`src/design/crcsn_params.svh`:
```
`ifndef CRCSN_PARAMS_SVH
`define CRCSN_PARAMS_SVH

// register indices on the local port
`define CRCSN_REG_DATA      3'h0
`define CRCSN_REG_INPUT     3'h1
`define CRCSN_REG_MODE      3'h2
`define CRCSN_REG_SNOOP     3'h3
`define CRCSN_REG_STATUS    3'h4

// reset values
`define CRCSN_DATA_RST      16'h0000
`define CRCSN_MODE_RST      8'h00
`define CRCSN_SNOOP_RST     16'h0000

// field positions
`define CRCSN_MODE_POLY     0
`define CRCSN_MODE_ORDER    5
`define CRCSN_SNP_WR_EN     15
`define CRCSN_SNP_RD_EN     14
`define CRCSN_SNP_MASK      16'hc3ff
`define CRCSN_ST_BUSY       0
`define CRCSN_ST_PEND       1
`define CRCSN_ST_OVERRUN    2

// polynomials, normal and reflected form
`define CRCSN_POLY_CCITT    16'h1021
`define CRCSN_POLY_CCITT_R  16'h8408
`define CRCSN_POLY_C16      16'h8005
`define CRCSN_POLY_C16_R    16'ha001

// peripheral register area: upper address bits must be zero
`define CRCSN_SFR_HI_ZERO   10'h000

// cycles taken per byte
`define CRCSN_UPDATE_CYCLES 2

`endif

```
`src/design/crcsn_pkg.sv`:
```
package crcsn_pkg;
	`include "crcsn_params.svh"

	// engine phases, gray along idle -> first half -> second half
	typedef enum logic [1:0] {
		CRCSN_IDLE  = 2'b00,
		CRCSN_HALF1 = 2'b01,
		CRCSN_HALF2 = 2'b11
	} crcsn_phase_e;

	typedef struct packed {
		crcsn_phase_e phase;
		logic [15:0]  crc;
		logic [7:0]   data;
		logic         poly_sel;
		logic         msb_first;
	} crcsn_eng_s;

	typedef struct packed {
		logic [15:0] rdata;
		logic [7:0]  in_byte;
		logic [7:0]  mode;
		logic [15:0] snp_cfg;
		logic        pend;
		logic [7:0]  pend_byte;
		logic        overrun;
	} crcsn_top_s;

	// shift nbits of data into crc, starting at bit 7 or bit 0
	function automatic logic [15:0] crcsn_shift(
		input logic [15:0] crc,
		input logic [7:0]  data,
		input int unsigned nbits,
		input logic        poly_sel,
		input logic        msb_first
	);
		logic [15:0] c;
		logic [7:0]  d;
		logic        fb;
		c = crc;
		d = data;
		fb = 1'b0;
		for (int i = 0; i < 8; i++) begin
			if (i < nbits) begin
				if (msb_first) begin
					fb = c[15] ^ d[7];
					c  = {c[14:0], 1'b0};
					if (fb) begin
						c = c ^ (poly_sel ? `CRCSN_POLY_C16 : `CRCSN_POLY_CCITT);
					end
					d = {d[6:0], 1'b0};
				end else begin
					fb = c[0] ^ d[0];
					c  = {1'b0, c[15:1]};
					if (fb) begin
						c = c ^ (poly_sel ? `CRCSN_POLY_C16_R : `CRCSN_POLY_CCITT_R);
					end
					d = {1'b0, d[7:1]};
				end
			end
		end
		return c;
	endfunction : crcsn_shift
endpackage : crcsn_pkg

```
`src/design/crcsn_engine.sv`:
```
`timescale 1ns/1ps
// two-cycle byte engine: four bits per clock, holds the data register
module crcsn_engine (
	input  wire logic        mclk,
	input  wire logic        resetn,
	input  wire logic        load,
	input  wire logic [15:0] load_val,
	input  wire logic        start,
	input  wire logic [7:0]  din,
	input  wire logic        poly_sel,
	input  wire logic        msb_first,
	output logic             idle,
	output logic [15:0]      crc
);
	import crcsn_pkg::*;

	crcsn_eng_s st_r;
	crcsn_eng_s st_nxt;

	// software load overrides any byte in flight
	always_comb begin
		st_nxt = st_r;
		if (load) begin
			st_nxt.crc   = load_val;
			st_nxt.phase = CRCSN_IDLE;
		end else begin
			case (st_r.phase)
				CRCSN_IDLE: begin
					if (start) begin
						st_nxt.poly_sel  = poly_sel;
						st_nxt.msb_first = msb_first;
						st_nxt.crc  = crcsn_shift(st_r.crc, din, 4, poly_sel, msb_first);
						st_nxt.data = msb_first ? {din[3:0], 4'h0} : {4'h0, din[7:4]};
						st_nxt.phase = CRCSN_HALF1;
					end
				end
				CRCSN_HALF1: begin
					// second nibble finishes the byte on the second edge
					st_nxt.crc = crcsn_shift(st_r.crc, st_r.data, 4,
						st_r.poly_sel, st_r.msb_first);
					st_nxt.phase = CRCSN_IDLE;
				end
				default: st_nxt.phase = CRCSN_IDLE;
			endcase
		end
	end

	always_ff @(posedge mclk or negedge resetn) begin
		if (!resetn) begin
			st_r <= '{phase: CRCSN_IDLE, crc: `CRCSN_DATA_RST, data: 8'h00,
				poly_sel: 1'b0, msb_first: 1'b0};
		end else begin
			st_r <= st_nxt;
		end
	end

	assign idle = (st_r.phase == CRCSN_IDLE);
	assign crc  = st_r.crc;

	property p_two_cycle;
		@(posedge mclk) disable iff (!resetn)
		(start && idle && !load) |=> !idle ##1 idle;
	endproperty
	a_two_cycle: assert property (p_two_cycle) else $error("byte update not two cycles");

	property p_byte_result;
		@(posedge mclk) disable iff (!resetn)
		(start && idle && !load) ##1 !load |=>
			crc == $past(crcsn_shift(crc, din, 8, poly_sel, msb_first), 2);
	endproperty
	a_byte_result: assert property (p_byte_result) else $error("crc of byte wrong");
endmodule : crcsn_engine

```
`src/design/crcsn_top.sv`:
```
`timescale 1ns/1ps
// byte crc unit with local register port and bus snoop
module crcsn_top (
	input  wire logic        mclk,
	input  wire logic        resetn,
	input  wire logic [2:0]  reg_addr,
	input  wire logic [15:0] reg_wdata,
	input  wire logic        reg_wr,
	input  wire logic        reg_rd,
	output logic [15:0]      reg_rdata,
	input  wire logic        snp_valid,
	input  wire logic        snp_write,
	input  wire logic        snp_word,
	input  wire logic [19:0] snp_addr,
	input  wire logic [15:0] snp_data,
	output logic [15:0]      crc_value
);
	import crcsn_pkg::*;

	crcsn_top_s  st_r;
	crcsn_top_s  st_nxt;
	logic        eng_idle;
	logic [15:0] eng_crc;
	logic        eng_load;
	logic        eng_start;
	logic [7:0]  eng_din;
	logic [9:0]  mon_addr;
	logic        in_sfr;
	logic        lo_hit;
	logic        hi_hit;
	logic        snp_en;
	logic        snp_ev;
	logic [7:0]  snp_byte;
	logic        sw_ev;
	logic        ev;
	logic [7:0]  ev_byte;

	// snoop decode: only the register area, one byte from the right lane
	always_comb begin
		mon_addr = st_r.snp_cfg[9:0];
		in_sfr   = (snp_addr[19:10] == `CRCSN_SFR_HI_ZERO);
		lo_hit   = in_sfr && (snp_addr[9:0] == mon_addr);
		hi_hit   = in_sfr && snp_word && (10'(snp_addr[9:0] + 10'h001) == mon_addr);
		snp_en   = snp_write ? st_r.snp_cfg[`CRCSN_SNP_WR_EN]
		                     : st_r.snp_cfg[`CRCSN_SNP_RD_EN];
		snp_ev   = snp_valid && snp_en && (lo_hit || hi_hit);
		snp_byte = lo_hit ? snp_data[7:0] : snp_data[15:8];
	end

	// byte sources: a software write wins over a snoop in the same cycle
	assign sw_ev   = reg_wr && (reg_addr == `CRCSN_REG_INPUT);
	assign ev      = sw_ev || snp_ev;
	assign ev_byte = sw_ev ? reg_wdata[7:0] : snp_byte;

	// a waiting byte goes first so the stream keeps its order
	assign eng_load  = reg_wr && (reg_addr == `CRCSN_REG_DATA);
	assign eng_start = eng_idle && !eng_load && (st_r.pend || ev);
	assign eng_din   = st_r.pend ? st_r.pend_byte : ev_byte;

	// register file, pending byte and overrun flag
	always_comb begin
		st_nxt = st_r;
		st_nxt.rdata = 16'h0000;
		if (reg_rd) begin
			case (reg_addr)
				`CRCSN_REG_DATA:   st_nxt.rdata = eng_crc;
				`CRCSN_REG_INPUT:  st_nxt.rdata = {8'h00, st_r.in_byte};
				`CRCSN_REG_MODE:   st_nxt.rdata = {8'h00, st_r.mode};
				`CRCSN_REG_SNOOP:  st_nxt.rdata = st_r.snp_cfg;
				`CRCSN_REG_STATUS: st_nxt.rdata = {13'h0000, st_r.overrun, st_r.pend, !eng_idle};
				default:           st_nxt.rdata = 16'h0000;
			endcase
		end
		if (reg_wr) begin
			case (reg_addr)
				`CRCSN_REG_MODE:   st_nxt.mode = reg_wdata[7:0];
				`CRCSN_REG_SNOOP:  st_nxt.snp_cfg = reg_wdata & `CRCSN_SNP_MASK;
				`CRCSN_REG_STATUS: begin
					if (reg_wdata[`CRCSN_ST_OVERRUN]) begin
						st_nxt.overrun = 1'b0;
					end
				end
				default: st_nxt.in_byte = st_r.in_byte;
			endcase
		end
		if (ev) begin
			st_nxt.in_byte = ev_byte;
		end
		// pending slot: one byte deep, a third byte is dropped and flagged
		if (st_r.pend) begin
			if (eng_start) begin
				st_nxt.pend      = ev;
				st_nxt.pend_byte = ev ? ev_byte : st_r.pend_byte;
			end else if (ev) begin
				st_nxt.overrun = 1'b1;
			end
		end else if (ev && !eng_start) begin
			st_nxt.pend      = 1'b1;
			st_nxt.pend_byte = ev_byte;
		end
	end

	always_ff @(posedge mclk or negedge resetn) begin
		if (!resetn) begin
			st_r <= '{rdata: 16'h0000, in_byte: 8'h00, mode: `CRCSN_MODE_RST,
				snp_cfg: `CRCSN_SNOOP_RST, pend: 1'b0, pend_byte: 8'h00, overrun: 1'b0};
		end else begin
			st_r <= st_nxt;
		end
	end

	crcsn_engine u_engine (
		.mclk      (mclk),
		.resetn    (resetn),
		.load      (eng_load),
		.load_val  (reg_wdata),
		.start     (eng_start),
		.din       (eng_din),
		.poly_sel  (st_r.mode[`CRCSN_MODE_POLY]),
		.msb_first (st_r.mode[`CRCSN_MODE_ORDER]),
		.idle      (eng_idle),
		.crc       (eng_crc)
	);

	assign reg_rdata = st_r.rdata;
	assign crc_value = eng_crc;

	property p_load;
		@(posedge mclk) disable iff (!resetn)
		(reg_wr && reg_addr == `CRCSN_REG_DATA) |=> crc_value == $past(reg_wdata);
	endproperty
	a_load: assert property (p_load) else $error("data register load lost");

	property p_snoop_wr;
		@(posedge mclk) disable iff (!resetn)
		(snp_valid && snp_write && st_r.snp_cfg[15] && lo_hit && !sw_ev)
			|=> st_r.in_byte == $past(snp_data[7:0]);
	endproperty
	a_snoop_wr: assert property (p_snoop_wr) else $error("snooped write not captured");

	property p_snoop_rd;
		@(posedge mclk) disable iff (!resetn)
		(snp_valid && !snp_write && st_r.snp_cfg[14] && lo_hit && !sw_ev)
			|=> st_r.in_byte == $past(snp_data[7:0]);
	endproperty
	a_snoop_rd: assert property (p_snoop_rd) else $error("snooped read not captured");

	property p_high_lane;
		@(posedge mclk) disable iff (!resetn)
		(snp_ev && !lo_hit && !sw_ev) |=> st_r.in_byte == $past(snp_data[15:8]);
	endproperty
	a_high_lane: assert property (p_high_lane) else $error("word cycle took wrong lane");

	property p_outside_area;
		@(posedge mclk) disable iff (!resetn)
		(snp_valid && snp_addr[19:10] != 10'h000 && !reg_wr && eng_idle && !st_r.pend)
			|=> eng_idle && !st_r.pend;
	endproperty
	a_outside_area: assert property (p_outside_area) else $error("snoop outside area");

	property p_disabled;
		@(posedge mclk) disable iff (!resetn)
		(snp_valid && snp_write && !st_r.snp_cfg[15] && !reg_wr && eng_idle && !st_r.pend)
			|=> eng_idle && !st_r.pend;
	endproperty
	a_disabled: assert property (p_disabled) else $error("disabled snoop fired");

	property p_pend_served;
		@(posedge mclk) disable iff (!resetn)
		(st_r.pend && eng_idle && !eng_load) |-> eng_start ##1 !eng_idle;
	endproperty
	a_pend_served: assert property (p_pend_served) else $error("waiting byte not started");

	property p_snoop_cfg;
		@(posedge mclk) disable iff (!resetn)
		(reg_wr && reg_addr == `CRCSN_REG_SNOOP) ##1 (reg_rd && reg_addr == `CRCSN_REG_SNOOP
			&& !reg_wr) |=> reg_rdata == ($past(reg_wdata, 2) & 16'hc3ff);
	endproperty
	a_snoop_cfg: assert property (p_snoop_cfg) else $error("snoop control readback wrong");

	property p_single_byte;
		@(posedge mclk) disable iff (!resetn)
		(snp_ev && snp_word && !sw_ev && eng_idle && !st_r.pend && !eng_load)
			|=> !st_r.pend ##1 eng_idle;
	endproperty
	a_single_byte: assert property (p_single_byte) else $error("word cycle gave two bytes");
endmodule : crcsn_top

```
`config.mk`:
```
export PLATFORM = sky130hd
export DESIGN_NAME = crcsn_top
export DESIGN_NICKNAME = d
export VERILOG_FILES = /design/src/design/crcsn_pkg.sv /design/src/design/crcsn_engine.sv /design/src/design/crcsn_top.sv
export VERILOG_INCLUDE_DIRS = /design/src /design/src/design
export SDC_FILE = /design/constraint.sdc
export NUM_CORES = 1
export LEC_CHECK = 0
export BUFFER_PORTS_ARGS = -buffer_cell sky130_fd_sc_hd__buf_2
export CAP_MARGIN = 0
export CORE_MARGIN = 2
export CORE_UTILIZATION = 25
export DETAILED_ROUTE_END_ITERATION = 12
export GPL_TIMING_DRIVEN = 0
export PLACE_DENSITY = 0.4
export SLEW_MARGIN = 20
export SYNTH_ARGS = -nofsm -noshare
export SYNTH_HDL_FRONTEND = slang
export SYNTH_SLANG_ARGS = --single-unit
```
`constraint.sdc`:
```
create_clock -name mclk -period 4.4 [get_ports mclk]
set_clock_uncertainty 0.05 [all_clocks]
set_input_delay 0.66 -clock mclk [delete_from_list [all_inputs] [get_ports mclk]]
set_output_delay 0.66 -clock mclk [all_outputs]
set_load 0.02 [all_outputs]
```
==> results.yml, run 1 <==
synthesis:
  ys_dominant_reg_cell: "dfrtp_1"
  synth_top_area_share_pct: 31.6
  ys_ff_latch: 81
  synth.avg_cell_area_um2: 9.23
  ys_seq_area_share_pct: 31.6
  yosysWarnings: 0
  yosys.area.top_type: "dfrtp_1"
  synth_fp_nets: 758
  synthTopCellsByCount: "dfrtp_1, nand2_1, nor2_1"
  synthTopCellsByArea: "dfrtp_1, mux2_2, xnor2_1, xor2_1, buf_4"
  ys_types: 87
  async_flop_share_pct: 100
  synth_edf_count: 0
  syn_inst: 695
  synth_area_um2: 6420
  yosysMostFrequentCell: "dfrtp_1"
sta:
  setup_tns_ns: 0
  tightest_slew_ns: 0.880
  finalSetupViolCount: 0
  max_freq_mhz: 252
  maxSlewViolCount: 0
  final-hold-violation-count: 0
  rsz0062_at_grt: "no"
  worst_slew_margin_rel_pct: 40.9
  period_share_pct: 90.4
  setup_ws_ns: 0.424
  min_period_ns: 3.98
floorplan:
  initial_core_util_pct: 25.5
  coreArea_um2: 25200
  io_pins: 94
  dieArea_um2: 27000
  rows: 58
  die_h_um: 164
  die_w_um: 164
clocking:
  post-cts-setup-buffer-count: 0
  root_buffer: "clkbuf_16"
  clockBufferDepth: 2
  hold_buffers: 0
  htreeDepth: 3
  ctsResizeCount: 0
  cts.sinks: 81
  cts.clk_slew.worst_paths_ns: 0.07
  cts_tree: "built"
  cts_buffers: 9
  clock_latency_ns: 0.35
power:
  p_per_area_nw_per_um2: 577
  finalPower_mw: 4.39
  ir_drop_mv: 0.181
  total_leakage_power_nw: 3.24
finish:
  antenna_cells: 0
  layout-drive-gt1-share_pct: 29.7
  fin_area_um2: 7620
  fin_util_pct: 30.3
  finalNetCount: 863
  nFillCells: 2691
  synthToLayoutAreaGrowth_pct: 18.8
worst_setup_path:
  critPathRequiredTime_ns: 4.56
  worst-path-max-fanout: 10
  crit_slowest_cell: "a21boi_0"
  cp_num_buf_inv: 3
  cpMostUsedCell: "inv_1"
  arrival_ns: 4.14
  cp_top_family: "compound AO/OA/AOI/OAI gates"
  cp_slowest_stage_delay_ns: 0.45
  critical_path_class: "in2reg"
  worstPathCellList: "buf_2 -> ha_1 -> nand3_1 -> nor2_1 -> a21oi_1 -> o32a_1 -> a31o_2 -> a31oi_4 -> inv_1 -> o21ai_4 -> inv_1 -> a222oi_1 -> a21boi_0 -> o31ai_2"
  critPathCaptureType: "register"
  cp-start-kind: "input port"
outcome:
  status: "finished, final reports clean"
detailed_routing:
  dr.pass1.iters: 6
  avgViaCountPerCell: 4.91
  drt-total-wl_mm: 23.4
  drtIter0Drc: 435
  drc: 0
  postRouteAntennaNets: 0
  routed-via-count: 5575
  wire_per_inst_um: 20.6
global_routing:
  grt_util_all_layers_pct: 17.4
  grt_pass1_vias: 5286
  grt_pass1_wl_mm: 34.4
  grt_max_degree: 61
  gr-total-overflow: 0
  antenna_found_initial: 0
run:
  maxCapViolCount: 0
place:
  place.gp.congestion: 0.838
  dp_hpwl_mm: 17.9
  postPlaceCellArea_um2: 7330
  pre_cts_ws_ns: 0.136
  portBuffers: 93
min_path:
  hold_class: "in2async"
## where the power goes
part / total [mW] / internal, mW / switching, mW
Combinational: 2.58 / 1.06 / 1.52
Sequential: 1.07 / 0.911 / 0.157
Clock: 0.749 / 0.404 / 0.345
## final cells by class
class / instances / area [um2] / area share (%)
well taps: 330 / 413 / 5.42
inverters: 16 / 73.8 / 0.968
repair buffers: 94 / 499 / 6.55
plain buffers: 82 / 527 / 6.91
clock inverters: 6 / 50.0 / 0.657
multi-input cells: 516 / 3790 / 49.8
flip-flops and latches: 81 / 2030 / 26.6
clock buffers: 10 / 239 / 3.14
## path summary, 6_finish.rpt
kind	start	end	slack (ns)	cells past startpoint
min	resetn	u_engine.st_r[6]	0.10	1
max	snp_addr[1]	u_engine.crc[0]	0.42	14
min reg2reg	u_engine.st_r[7]	u_engine.st_r[7]	0.45	2
min in group mclk	u_engine.st_r[7]	u_engine.st_r[7]	0.45	2
max reg2reg	mon_addr[7]	u_engine.crc[15]	0.46	11
max in group asynchronous	resetn	mon_addr[3]	3.59	2
## registers in the layout, indices dropped and copies added (netlist names)
name,cells
reg_rdata,16
u_engine.st_r,11
mon_addr,10
st_r,28
u_engine.crc,16
## through the flow
| stage | std cells | hold WS, ns |
|---|---|---|
| 3_5_place_dp | 1119 | 0.442 |
| 6_report | 1135 | 0.104 |
| 4_1_cts | 1135 | 0.115 |
| 2_1_floorplan | 695 | 0.314 |
| 3_3_place_gp | 1118 | 0.430 |
| 5_1_grt | 1135 | 0.120 |
## cell families (layout without fill, tap and decap cells)
kind of cell / Yosys count / after routing / synth area share, %
simple gates: 203 / 203 / 16.0
xor+xnor: 82 / 82 / 12.9
buf+inv: 98 / 208 / 9.36
fa+ha+maj: 2 / 2 / 0.351
compound gates: 171 / 171 / 18.8
mux: 58 / 58 / 10.9
flops: 81 / 81 / 31.6
## per-layer routing
metal	wire [um]	track usage [%]	vias to the layer above
met2	10600	26.4	166
met1	11300	25.8	2717
li1	-	-	2669
met5	0	0	-
met3	1100	1.94	23
met4	420	5.26	0
## cell usage in the layout, fill, tap and decap left out, types with 11 or more instances in the layout
| cell type | n |
|---|---|
| dfrtp_1 | 81 |
| nand2_1 | 62 |
| o21ai_0 | 34 |
| inv_1 | 13 |
| a211oi_1 | 12 |
| and2_1 | 16 |
| buf_4 | 33 |
| nor2_1 | 55 |
| mux2_2 | 42 |
| xor2_1 | 29 |
| a22oi_1 | 14 |
| clkbuf_1 | 35 |
| buf_2 | 94 |
| and3_1 | 11 |
| nand3_1 | 15 |
| a21oi_1 | 31 |
| xnor2_1 | 43 |
Power figures use the tool's default switching activity.
==> inputs of run 2 (changes only) <==
CORE_ASPECT_RATIO = 0.75   (was unset)
==> run 2 against run 1 <==
  * Sequential share of layout area barely moved
  * Critical endpoint is now u_engine.crc[3]
  * Critical path depth down 1
  * Hold slack lost 0.0042 ns
  * Highest routed layer unchanged
  * Die area about the same
  * Register-to-register slack got worse by 0.24 ns
  * Core utilization increased by 0.12 points
  * Global-route usage increased by 0.27 points
  * Sequential power hardly changed
  * Maximum frequency shrank 5.1%
==> results.yml, run 2 (synthesis results as in run 1) <==
sta:
  finalSetupViolCount: 0
  setup_tns_ns: 0
  period_share_pct: 95.2
  rsz0062_at_grt: "no"
  worst_slew_margin_rel_pct: 29.1
  min_period_ns: 4.19
  maxSlewViolCount: 0
  final-hold-violation-count: 0
  max_freq_mhz: 239
  tightest_slew_ns: 1.06
worst_setup_path:
  critPathRequiredTime_ns: 4.59
  critical_path_class: "in2reg"
  cp-start-kind: "input port"
  worst-path-max-fanout: 10
  arrival_ns: 4.38
  critPathCaptureType: "register"
finish:
  synthToLayoutAreaGrowth_pct: 18.8
  layout-drive-gt1-share_pct: 29.6
  final_cell_mix: "buf_2, dfrtp_1, nand2_1"
  top_register: "st_r"
  fin_area_um2: 7620
  largest_reg_flops: 28
  antenna_cells: 0
  finalNetCount: 863
  final_common_cell: "buf_2"
outcome:
  status: "finished, final reports clean"
floorplan:
  coreArea_um2: 25100
  dieArea_um2: 27000
  initial_core_util_pct: 25.6
  die_h_um: 143
  io_pins: 94
  die_w_um: 189
  rows: 50
global_routing:
  grt_pass1_vias: 5203
  grt_max_degree: 61
  gr-total-overflow: 0
  grt_pass1_wl_mm: 35.1
  grt_util_all_layers_pct: 17.7
  antenna_found_initial: 1
clocking:
  cts.sinks: 81
  cts_buffers: 9
  ctsResizeCount: 0
  htreeDepth: 3
  root_buffer: "clkbuf_16"
  clockBufferDepth: 2
  hold_buffers: 0
  cts_tree: "built"
  clock_latency_ns: 0.36
  cts.clk_slew.worst_paths_ns: 0.07
  post-cts-setup-buffer-count: 0
detailed_routing:
  drtIter0Drc: 416
  routed-via-count: 5577
  dr.pass1.iters: 5
  drt-total-wl_mm: 23.8
  avgViaCountPerCell: 4.88
  wire_per_inst_um: 20.8
  postRouteAntennaNets: 0
  drc: 0
power:
  ir_drop_mv: 0.215
  total_leakage_power_nw: 3.24
  p_per_area_nw_per_um2: 580
place:
  portBuffers: 93
  place.gp.congestion: 0.845
  dp_hpwl_mm: 18.7
  postPlaceCellArea_um2: 7340
min_path:
  hold_class: "in2async"
run:
  maxCapViolCount: 0
[run 2: cell types whose count changed in the layout (fill, tap and decap cells not counted), sizes merged]
cell,change
inv,+1
clkinv,+1
clkbuf,-1
clkinvlp,-1
[run 2: routing by layer]
layer	track usage (%)	wire length (um)	vias up	part of all wire [%]
met5	0	0	-	0
met4	2.88	163	0	0.68
met3	3.15	1550	13	6.5
met2	23.8	9510	195	40
met1	28.8	12600	2706	53
li1	-	-	2663	-
[run 2: layout make-up]
class                           instances  area, um2
Clock inverter                          7       60.1
Fill cell                            2722      17500
Timing Repair Buffer                   94        499
Buffer                                 82        527
Clock buffer                            9        225
Tap cell                              338        423
Inverter                               16       73.8
Sequential cell                        81       2030
Multi-Input combinational cell        516       3790
[run 2: path summary, 6_finish.rpt]
path	start	endpoint	slack, ns	cells past startpoint
worst max-delay path	snp_addr[1]	u_engine.crc[3]	0.21	13
worst min-delay path	resetn	u_engine.st_r[26]	0.1	1
worst max register to register	mon_addr[8]	u_engine.crc[3]	0.22	11
worst min register to register	u_engine.st_r[8]	u_engine.st_r[8]	0.45	2
max in group asynchronous	resetn	st_r[3]	3.60	2
min in group mclk	u_engine.st_r[8]	u_engine.st_r[8]	0.45	2
[run 2: per-stage QoR]
stage / util, % / worst slack [ns] / cells / power, mW / hold slack, ns
6_report: 30.4 / 0.210 / 1143 / 4.42 / 0.0998
5_1_grt: 30.4 / 0.0525 / 1143 / 4.70 / 0.112
4_1_cts: 30.4 / 0.289 / 1143 / 4.42 / 0.101
3_5_place_dp: 29.3 / -0.0843 / 1127 / 3.65 / 0.442
3_3_place_gp: 29.1 / -0.162 / 1126 / 3.66 / 0.433
2_1_floorplan: - / 0.833 / 695 / 2.91 / 0.314
[run 2: where the power goes]
group          switching, mW  internal [mW]
Combinational           1.53           1.06
Clock                  0.363          0.392
Sequential             0.160          0.911
[run 2: worst max-delay path, stage by stage]
cell	delay, ns
buf_2	0.17
ha_1	0.29
nand3_1	0.20
nor2_1	0.16
a21oi_1	0.08
o32a_1	0.35
a31o_2	0.23
a31oi_4	0.41
inv_1	0.22
nor3_1	0.89
clkbuf_8	0.36
nor3_1	0.09
o22ai_1	0.26
